--- config.mk ---
export PLATFORM = sky130hd
export DESIGN_NAME = bmwd_bridge_memory_window_decode
export DESIGN_NICKNAME = d
export VERILOG_FILES = /design/src/bmwd_pkg.sv /design/src/bmwd_window.sv /design/src/bmwd_bridge_memory_window_decode.sv
export VERILOG_INCLUDE_DIRS = /design/src
export SDC_FILE = /design/constraint.sdc
export NUM_CORES = 1
export LEC_CHECK = 0
export BUFFER_PORTS_ARGS = -buffer_cell sky130_fd_sc_hd__buf_2
export CORE_MARGIN = 4
export CORE_UTILIZATION = 41
export CTS_BUF_LIST = sky130_fd_sc_hd__clkbuf_8
export DETAILED_ROUTE_END_ITERATION = 6
export HOLD_SLACK_MARGIN = 0.02
export SYNTH_ARGS = -nofsm -noshare
export SYNTH_HDL_FRONTEND = slang
export SYNTH_SLANG_ARGS = --single-unit
--- constraint.sdc ---
create_clock -name CLK -period 2.29 [get_ports CLK]
set_input_delay 0.458 -clock CLK [delete_from_list [all_inputs] [get_ports CLK]]
set_output_delay 0.458 -clock CLK [all_outputs]
set_load 0.05 [all_outputs]
--- src/bmwd_defs.svh ---
`ifndef BMWD_DEFS_SVH
`define BMWD_DEFS_SVH

// configuration offsets (byte addresses, 16-bit registers)
`define BMWD_OFS_NP_LOW     8'h20
`define BMWD_OFS_NP_HIGH    8'h22
`define BMWD_OFS_PF_LOW     8'h24
`define BMWD_OFS_PF_HIGH    8'h26

// field layout
`define BMWD_FIELD_MSB      15
`define BMWD_FIELD_LSB      4
`define BMWD_FIELD_W        12
`define BMWD_ADDR_MSB       31
`define BMWD_ADDR_LSB       20

// reset values
`define BMWD_LOW_RESET      16'hFFF0
`define BMWD_HIGH_RESET     16'h0000
`define BMWD_LOW_FIELD_RST  12'hFFF
`define BMWD_HIGH_FIELD_RST 12'h000
`define BMWD_RSVD_ZERO      4'h0
`define BMWD_RD_NONE        16'h0000

`endif

--- src/bmwd_pkg.sv ---
`default_nettype none
package bmwd_pkg;

  // configuration access from the host side
  typedef struct packed {
    logic        wr;
    logic        rd;
    logic [7:0]  addr;
    logic [1:0]  be;
    logic [15:0] wdata;
  } bmwd_cfg_req_t;

  // processor memory access to be decoded
  typedef struct packed {
    logic        valid;
    logic [31:0] addr;
  } bmwd_mem_req_t;

  // decode result
  typedef struct packed {
    logic valid;
    logic hit_np;
    logic hit_pf;
    logic fwd;
  } bmwd_route_t;

  typedef enum logic [1:0] {
    BMWD_WIN_NP = 2'h1,
    BMWD_WIN_PF = 2'h2
  } bmwd_win_t;

endpackage
`default_nettype wire

--- src/bmwd_window.sv ---
`timescale 1ns/100ps
`default_nettype none
`include "bmwd_defs.svh"

// one address window: holds base/limit fields and compares A[31:20]
module bmwd_window #(
  parameter int FW = `BMWD_FIELD_W
) (
  // clock and reset
  input  wire logic          clk,
  input  wire logic          resetn,
  // field writes
  input  wire logic          low_we,
  input  wire logic          high_we,
  input  wire logic [FW-1:0] wfield,
  // compare
  input  wire logic [FW-1:0] addr_hi,
  output logic      [FW-1:0] low_field,
  output logic      [FW-1:0] high_field,
  output logic               hit
);

  // reset values and compare are built for the register field width
  if (FW != `BMWD_FIELD_W) begin : g_bad_fw
    $error("window field width must match the register field");
  end

  always_ff @(posedge clk) begin
    if (!resetn) begin
      low_field <= `BMWD_LOW_FIELD_RST;
    end else if (low_we) begin
      low_field <= wfield;
    end
  end

  always_ff @(posedge clk) begin
    if (!resetn) begin
      high_field <= `BMWD_HIGH_FIELD_RST;
    end else if (high_we) begin
      high_field <= wfield;
    end
  end

  // base bits 19:0 as zero and limit bits as ones reduce to a field compare;
  // base above limit therefore matches nothing without a special case
  assign hit = (addr_hi >= low_field) && (addr_hi <= high_field);

endmodule
`default_nettype wire

--- src/bmwd_bridge_memory_window_decode.sv ---
`timescale 1ns/100ps
`default_nettype none
`include "bmwd_defs.svh"

module bmwd_bridge_memory_window_decode
  import bmwd_pkg::*;
(
  // clock and reset
  input  wire logic                    CLK,
  input  wire logic                    RESETN,
  // configuration access
  input  wire bmwd_pkg::bmwd_cfg_req_t CFG_REQ,
  output logic                         CFG_RVALID,
  output logic [15:0]                  CFG_RDATA,
  // processor memory access
  input  wire bmwd_pkg::bmwd_mem_req_t MEM_REQ,
  // routing decision, one cycle after the request
  output bmwd_pkg::bmwd_route_t        ROUTE
);

  import bmwd_pkg::*;

  localparam int FW    = `BMWD_FIELD_W;
  localparam int NWIN  = 2;
  localparam int RSVDW = `BMWD_FIELD_LSB;

  ////////////////////////////////////////////////////////////////////////////
  // elaboration checks

  // the field must cover the register bits above the reserved nibble
  if (`BMWD_FIELD_MSB - `BMWD_FIELD_LSB + 1 != FW) begin : g_bad_field
    $error("register field layout does not match the field width");
  end

  // the compared address slice must be exactly as wide as a field
  if (`BMWD_ADDR_MSB - `BMWD_ADDR_LSB + 1 != FW) begin : g_bad_addr
    $error("compared address slice does not match the field width");
  end

  // the tied nibble must fill the bits below the field exactly
  if ($bits(`BMWD_RSVD_ZERO) != RSVDW) begin : g_bad_rsvd
    $error("reserved nibble width does not match the field position");
  end

  // reset words and reset fields are kept in two forms; they must agree
  if (`BMWD_LOW_RESET != {`BMWD_LOW_FIELD_RST, `BMWD_RSVD_ZERO}) begin : g_bad_low_rst
    $error("base reset word does not match the base reset field");
  end

  if (`BMWD_HIGH_RESET != {`BMWD_HIGH_FIELD_RST, `BMWD_RSVD_ZERO}) begin : g_bad_high_rst
    $error("limit reset word does not match the limit reset field");
  end

  // each register is a 16-bit word on an even byte offset
  if (`BMWD_OFS_NP_LOW % 2 != 0 || `BMWD_OFS_NP_HIGH % 2 != 0 ||
      `BMWD_OFS_PF_LOW % 2 != 0 || `BMWD_OFS_PF_HIGH % 2 != 0) begin : g_bad_ofs
    $error("register offsets must be even");
  end

  ////////////////////////////////////////////////////////////////////////////
  // register select

  logic cfg_wr;
  logic cfg_rd;
  logic sel_np_low;
  logic sel_np_high;
  logic sel_pf_low;
  logic sel_pf_high;
  logic sel_any;

  // both strobes may stand together; the read then returns the old word
  assign cfg_wr = CFG_REQ.wr;
  assign cfg_rd = CFG_REQ.rd;

  // exact byte-address match; odd offsets and neighbours select nothing
  assign sel_np_low  = (CFG_REQ.addr == `BMWD_OFS_NP_LOW);
  assign sel_np_high = (CFG_REQ.addr == `BMWD_OFS_NP_HIGH);
  assign sel_pf_low  = (CFG_REQ.addr == `BMWD_OFS_PF_LOW);
  assign sel_pf_high = (CFG_REQ.addr == `BMWD_OFS_PF_HIGH);
  assign sel_any     = sel_np_low | sel_np_high | sel_pf_low | sel_pf_high;

  ////////////////////////////////////////////////////////////////////////////
  // write path

  logic [NWIN-1:0] low_we;
  logic [NWIN-1:0] high_we;
  logic [FW-1:0]   low_field  [NWIN];
  logic [FW-1:0]   high_field [NWIN];
  logic [NWIN-1:0] hit;
  logic [FW-1:0]   addr_hi;
  logic [FW-1:0]   old_field;
  logic [FW-1:0]   merged;

  assign addr_hi = MEM_REQ.addr[`BMWD_ADDR_MSB:`BMWD_ADDR_LSB];

  // window 0 is the non-prefetchable pair, window 1 the prefetchable pair
  assign low_we[0]  = cfg_wr & sel_np_low;
  assign high_we[0] = cfg_wr & sel_np_high;
  assign low_we[1]  = cfg_wr & sel_pf_low;
  assign high_we[1] = cfg_wr & sel_pf_high;

  // field being written, so that a lane left alone keeps its bits
  always_comb begin
    old_field = 12'h000;
    if (sel_np_low) begin
      old_field = low_field[0];
    end else if (sel_np_high) begin
      old_field = high_field[0];
    end else if (sel_pf_low) begin
      old_field = low_field[1];
    end else if (sel_pf_high) begin
      old_field = high_field[1];
    end
  end

  // merge byte enables with the old field; written bits 3:0 are dropped
  always_comb begin
    merged[11:4] = CFG_REQ.be[1] ? CFG_REQ.wdata[15:8] : old_field[11:4];
    merged[3:0]  = CFG_REQ.be[0] ? CFG_REQ.wdata[7:4]  : old_field[3:0];
  end

  ////////////////////////////////////////////////////////////////////////////
  // the two windows

  genvar gi;
  generate
    for (gi = 0; gi < NWIN; gi++) begin : g_win
      bmwd_window #(
        .FW (FW)
      ) u_win (
        .clk        (CLK),
        .resetn     (RESETN),
        .low_we     (low_we[gi]),
        .high_we    (high_we[gi]),
        .wfield     (merged),
        .addr_hi    (addr_hi),
        .low_field  (low_field[gi]),
        .high_field (high_field[gi]),
        .hit        (hit[gi])
      );
    end
  endgenerate

  ////////////////////////////////////////////////////////////////////////////
  // configuration read-back

  logic [15:0] low_word  [NWIN];
  logic [15:0] high_word [NWIN];
  logic [15:0] next_rdata;

  // reserved nibble is tied, so a write to it can never show on read-back
  for (genvar gw = 0; gw < NWIN; gw++) begin : g_word
    assign low_word[gw]  = {low_field[gw],  `BMWD_RSVD_ZERO};
    assign high_word[gw] = {high_field[gw], `BMWD_RSVD_ZERO};
  end

  always_comb begin
    next_rdata = `BMWD_RD_NONE;
    if (sel_np_low) begin
      next_rdata = low_word[0];
    end else if (sel_np_high) begin
      next_rdata = high_word[0];
    end else if (sel_pf_low) begin
      next_rdata = low_word[1];
    end else if (sel_pf_high) begin
      next_rdata = high_word[1];
    end
  end

  // every read is answered, unmapped offsets too, so a host never waits
  always_ff @(posedge CLK) begin
    if (!RESETN) begin
      CFG_RVALID <= 1'b0;
    end else begin
      CFG_RVALID <= cfg_rd;
    end
  end

  // data rests at zero between reads so a stale word never looks valid
  always_ff @(posedge CLK) begin
    if (!RESETN) begin
      CFG_RDATA <= `BMWD_RD_NONE;
    end else if (cfg_rd && sel_any) begin
      CFG_RDATA <= next_rdata;
    end else begin
      CFG_RDATA <= `BMWD_RD_NONE;
    end
  end

  ////////////////////////////////////////////////////////////////////////////
  // routing decision

  bmwd_route_t next_route;

  // overlap is not checked; both hit flags may rise together
  always_comb begin
    next_route        = '0;
    next_route.valid  = MEM_REQ.valid;
    next_route.hit_np = MEM_REQ.valid & hit[0];
    next_route.hit_pf = MEM_REQ.valid & hit[1];
    next_route.fwd    = MEM_REQ.valid & (hit[0] | hit[1]);
  end

  // registered so the graphics side sees a clean one-cycle pulse
  always_ff @(posedge CLK) begin
    if (!RESETN) begin
      ROUTE <= '0;
    end else begin
      ROUTE <= next_route;
    end
  end

endmodule
`default_nettype wire

==> results.md <==
- The flow ran to the end, and the final reports show no timing, DRC or antenna violations.
- After Yosys synthesis, and, or, nand and nor cells account for 13.9% of the synthesized area.
- The count of buffers inserted at the top-level ports is 55.
- The source of the worst register-to-register timing path is g_win[1].u_win.low_field[0]$_SDFFE_PN1P_.
- For the pin with the worst max-slew slack, the measured transition is 0.544 ns.
- Measured against the total synthesized area, the mux share comes to under 10%.
- The register area share after synthesis is 34.4%.
- The average size of a mapped cell is 8.85 sq um.
- The power per cell area is between 500 and 600 nW/um^2.
- The worst register-to-register path has a depth of 8.
- Once the floorplan was initialized, standard cells occupied between 40% and 50% of the core.
- Derived from the worst setup path, the maximum achievable clock frequency is 467 MHz.
- The tool flagged a number of max-cap violations equal to 0.
- Dividing the final minimum period by the clock period gives between 90% and 100%.
- The remaining design rule violation count is 0.
- The fraction of synthesized cell area taken by the top area cell type is 34.4%.
- The final setup skew is about 0.009 ns.
- The die covers 10,800 sq um.
- The routed design has 9740 microns of wire.
- Global routing finished with a remaining overflow of 0.
- The maximum number of pins on one net before global-route repair is 25.
- In this run, synthesis inferred 0 flip-flops with an integrated enable.
- The share of flip-flops with an asynchronous set or reset after synthesis is 0%.
- The synthesized netlist devotes 19.6% of its cell area to compound gates.
- The max-slew violation count is 0.
- sky130_fd_sc_hd__dfxtp_1 takes more of the synthesized area than any other cell.
- The setup check on the worst reg-to-reg path leaves a slack of 0.15 ns.
- The average vias per placed instance is between 5 and 6.
- The placement row count is 34.
- The die width is 104 microns.
- Setup slack closes at 0.150 ns.
- The fraction of the core area covered by cells at the end of the flow is 49.9%.
- The smallest clock period supported by the final layout is computed as roughly 2.1 ns.
- The synthesized design contains 65 register bits.
- After clock tree synthesis, the clock-pin slew on the worst setup and hold paths is 0.08 ns.
- The worst hold-check path type is input pin to flip-flop.
- The level count of the clock H-tree is 3.
- The number of gates given a new drive strength after cts is 0.
- The global-route wire length before repair is about 16,000 microns.
- The type of destination of the critical path is a flip-flop.
- For this design, the sink count on the clock tree is between 60 and 70.
- The post-synthesis adder-cell area fraction is about 16%.
- Global routing used 18.5% of the available tracks across all layers.
- The number of DRC violations after detailed-routing iteration 0 is 147.
- Setup repair after global routing left no endpoint under its margin.
- Clock tree synthesis selected as its root buffer the cell sky130_fd_sc_hd__clkbuf_8.
- The area of the mapped netlist is 3790 sq um.
- The final hold violation count came to 0.
- The insertion delay to the later sink of the worst-skew pair is 0.35 ns.
- The number of buffers between clock root and the deepest sink is 2.
- The region available for standard cell placement spans 8850 sq um.
- STA classifies the critical path startpoint as a flip-flop.
- The number of buffers inserted for hold repair after clock tree synthesis is 0.
- Yosys attributes the largest share of cell area to sky130_fd_sc_hd__dfxtp_1 (34%), sky130_fd_sc_hd__ha_1 (16%), sky130_fd_sc_hd__a21oi_1 (8.3%).
- The number of setup buffers added after CTS is 0.
- The via count of the first global-routing pass is 3,277.
- Data on the critical path arrives at its endpoint at approximately 2.4 ns.
- The initial antenna violation count is 0.
- During I/O placement, the number of pins put on the boundary was 84.
- The number of instances in the synthesized netlist is ~430.
- The number of different library cells used by synthesis comes to 35.
- TritonCTS built the clock tree.
- The routed length per instance is 16.2 microns.
- The detail route stage leaves a number of antenna-violating nets equal to 0.
- The number of endpoints failing setup at the final stage is 0.
- Cells with a size suffix above 1 make up 22.9% of the layout.
- The antenna diode count is 0.
- The maximum VDD drop is ~0.00028 V.
- The number of optimization iterations in the first detailed-route pass is 5.
- The critical path ends at ROUTE[0]$_SDFF_PN0_.
- The area growth from synthesis to layout is 16.7%.
- The largest driver fanout on the critical path is 3.
- The last weighted congestion value of the routability-driven placer is ~0.86.
- The required time of the worst setup path is 2.52 ns.
- The total number of vias is 3,228.
- The total number of yosys warnings is 0.
- The net count reported at finish is 600.
- Tracing the worst setup path back leads to its startpoint at g_win[1].u_win.low_field[0]$_SDFFE_PN1P_.
- The relative max-transition margin is 63.8%.
- In this run the static leakage power is 1.98 nW.
- The critical path is of the flip-flop to flip-flop type.
- The top flip-flop cell by instance count after synthesis is sky130_fd_sc_hd__dfxtp_1.
- Before CTS, the worst setup slack after placement is -0.198 ns.
- The number of buffers created by CTS is 9.
- Summing the areas of all xor and xnor instances in the mapped netlist gives 0% of the synthesized area.
- The main combinational cell family by area after synthesis is compound AO/OA/AOI/OAI gates.
- The endpoint identified for the worst register-to-register timing path is ROUTE[0]$_SDFF_PN0_.
- The height of the die is 104 microns.
- The HPWL reported at the end of detailed placement is between 7000 and 8000 microns.
how the worst min path moves through the flow:
stage                     slack (ns)                                         to                                 startpoint  cells past startpoint
after floorplan                 0.48  g_win[1].u_win.low_field[10]$_SDFFE_PN1P_  g_win[1].u_win.low_field[10]$_SDFFE_PN1P_                      2
after global placement          0.49   g_win[1].u_win.low_field[1]$_SDFFE_PN1P_   g_win[1].u_win.low_field[1]$_SDFFE_PN1P_                      2
after detailed placement        0.50   g_win[0].u_win.low_field[9]$_SDFFE_PN1P_   g_win[0].u_win.low_field[9]$_SDFFE_PN1P_                      2
after CTS                       0.34                      CFG_RVALID$_SDFF_PN0_                                CFG_REQ[26]                      2
after global routing            0.36                      CFG_RVALID$_SDFF_PN0_                                CFG_REQ[26]                      2
final                           0.36                      CFG_RVALID$_SDFF_PN0_                                CFG_REQ[26]                      2
placed cells by master (no fill, tap or decap), drive strengths merged, types with 2 or more instances in the layout:
cell     count
o21ai       30
ha          48
nand3       16
o21a         4
clkinv       3
a21o         2
o211ai       6
a2111oi      4
a211oi       4
nor2        54
or3          2
clkbuf       9
nand2b       2
inv         53
conb         4
a31oi        2
o31ai        2
nor3         3
nand2        7
o2111ai      2
dfxtp       65
nor4         3
mux4        12
a21oi       68
and2         2
nand4       10
buf         72
Yosys cell counts, types with 2 or more instances:
library cell,count
sky130_fd_sc_hd__ha_1,48
sky130_fd_sc_hd__inv_1,51
sky130_fd_sc_hd__o211ai_1,6
sky130_fd_sc_hd__a31oi_1,2
sky130_fd_sc_hd__buf_2,7
sky130_fd_sc_hd__a21oi_2,5
sky130_fd_sc_hd__nor3_4,2
sky130_fd_sc_hd__nand4_1,10
sky130_fd_sc_hd__a2111oi_0,4
sky130_fd_sc_hd__o2111ai_1,2
sky130_fd_sc_hd__buf_4,10
sky130_fd_sc_hd__o21ai_0,30
sky130_fd_sc_hd__nand2_1,7
sky130_fd_sc_hd__or3_1,2
sky130_fd_sc_hd__a211oi_1,4
sky130_fd_sc_hd__o21a_1,4
sky130_fd_sc_hd__and2_1,2
sky130_fd_sc_hd__a21oi_1,63
sky130_fd_sc_hd__mux4_2,12
sky130_fd_sc_hd__clkbuf_1,7
sky130_fd_sc_hd__a21o_1,2
sky130_fd_sc_hd__o31ai_4,2
sky130_fd_sc_hd__dfxtp_1,65
sky130_fd_sc_hd__nand2b_1,2
sky130_fd_sc_hd__nor4_1,2
sky130_fd_sc_hd__nor2_1,54
sky130_fd_sc_hd__nand3_1,15
final cells by class:
cell class                 instances  area (sq um)
clock buffer                       9           124
clock inverter                     7          77.6
fill                             888          4430
inverter                          51           191
multi-input combinational        290          2160
sequential                        65          1300
tap                              108           135
timing repair buffer              72           428
metrics by stage:
| step | instance area (sq um) | hold slack, ns | TNS [ns] | total power, mW | instances |
|---|---|---|---|---|---|
| after floorplan | 3800 | 0.475 | 0 | 1.35 | 431 |
| after global placement | 4210 | 0.486 | -0.504 | 1.43 | 586 |
| final | 4420 | 0.356 | 0 | 2.43 | 602 |
| after global routing | 4420 | 0.362 | 0 | 2.53 | 602 |
| after detailed placement | 4210 | 0.495 | -0.481 | 1.44 | 586 |
| after CTS | 4410 | 0.340 | 0 | 2.45 | 602 |
kinds of logic after synthesis:
logic type / count (synthesis)
AND/OR/NAND/NOR: 101
adder cells (fa/ha/maj): 48
other: 1
flip-flops: 65
AO/OA/AOI/OAI: 125
multiplexers: 12
buffers and inverters: 76
critical path, cell delays in order, from the launching register on:
cell                        delay [ns]
sky130_fd_sc_hd__dfxtp_1          0.33
sky130_fd_sc_hd__ha_1             0.26
sky130_fd_sc_hd__nand2b_1         0.14
sky130_fd_sc_hd__a2111oi_0        0.39
sky130_fd_sc_hd__buf_4            0.18
sky130_fd_sc_hd__nor4_1           0.05
sky130_fd_sc_hd__a2111oi_1        0.43
sky130_fd_sc_hd__buf_4            0.19
sky130_fd_sc_hd__o22ai_1          0.06
registers in the layout, indices dropped and copies added (netlist names):
register	flops
g_win.u_win.high_field	24
g_win.u_win.low_field	24
CFG_RDATA	12
ROUTE	4
CFG_RVALID	1
power by group:
part | switching [mW] | total, mW | internal (mW) | leakage (nW)
combinational | 0.167 | 0.279 | 0.112 | 1.36
clock | 0.503 | 1.01 | 0.512 | 0.100
sequential | 0.00171 | 1.13 | 1.13 | 0.525
metal layers:
metal	track usage (%)	vias up	part of all wire, %
met4	7.22	0	2.6
met2	33.3	77	50
met1	21.1	1507	43
li1	-	1626	-
met3	4.16	18	4.5
met5	0	-	0
Power figures use the tool's default switching activity.
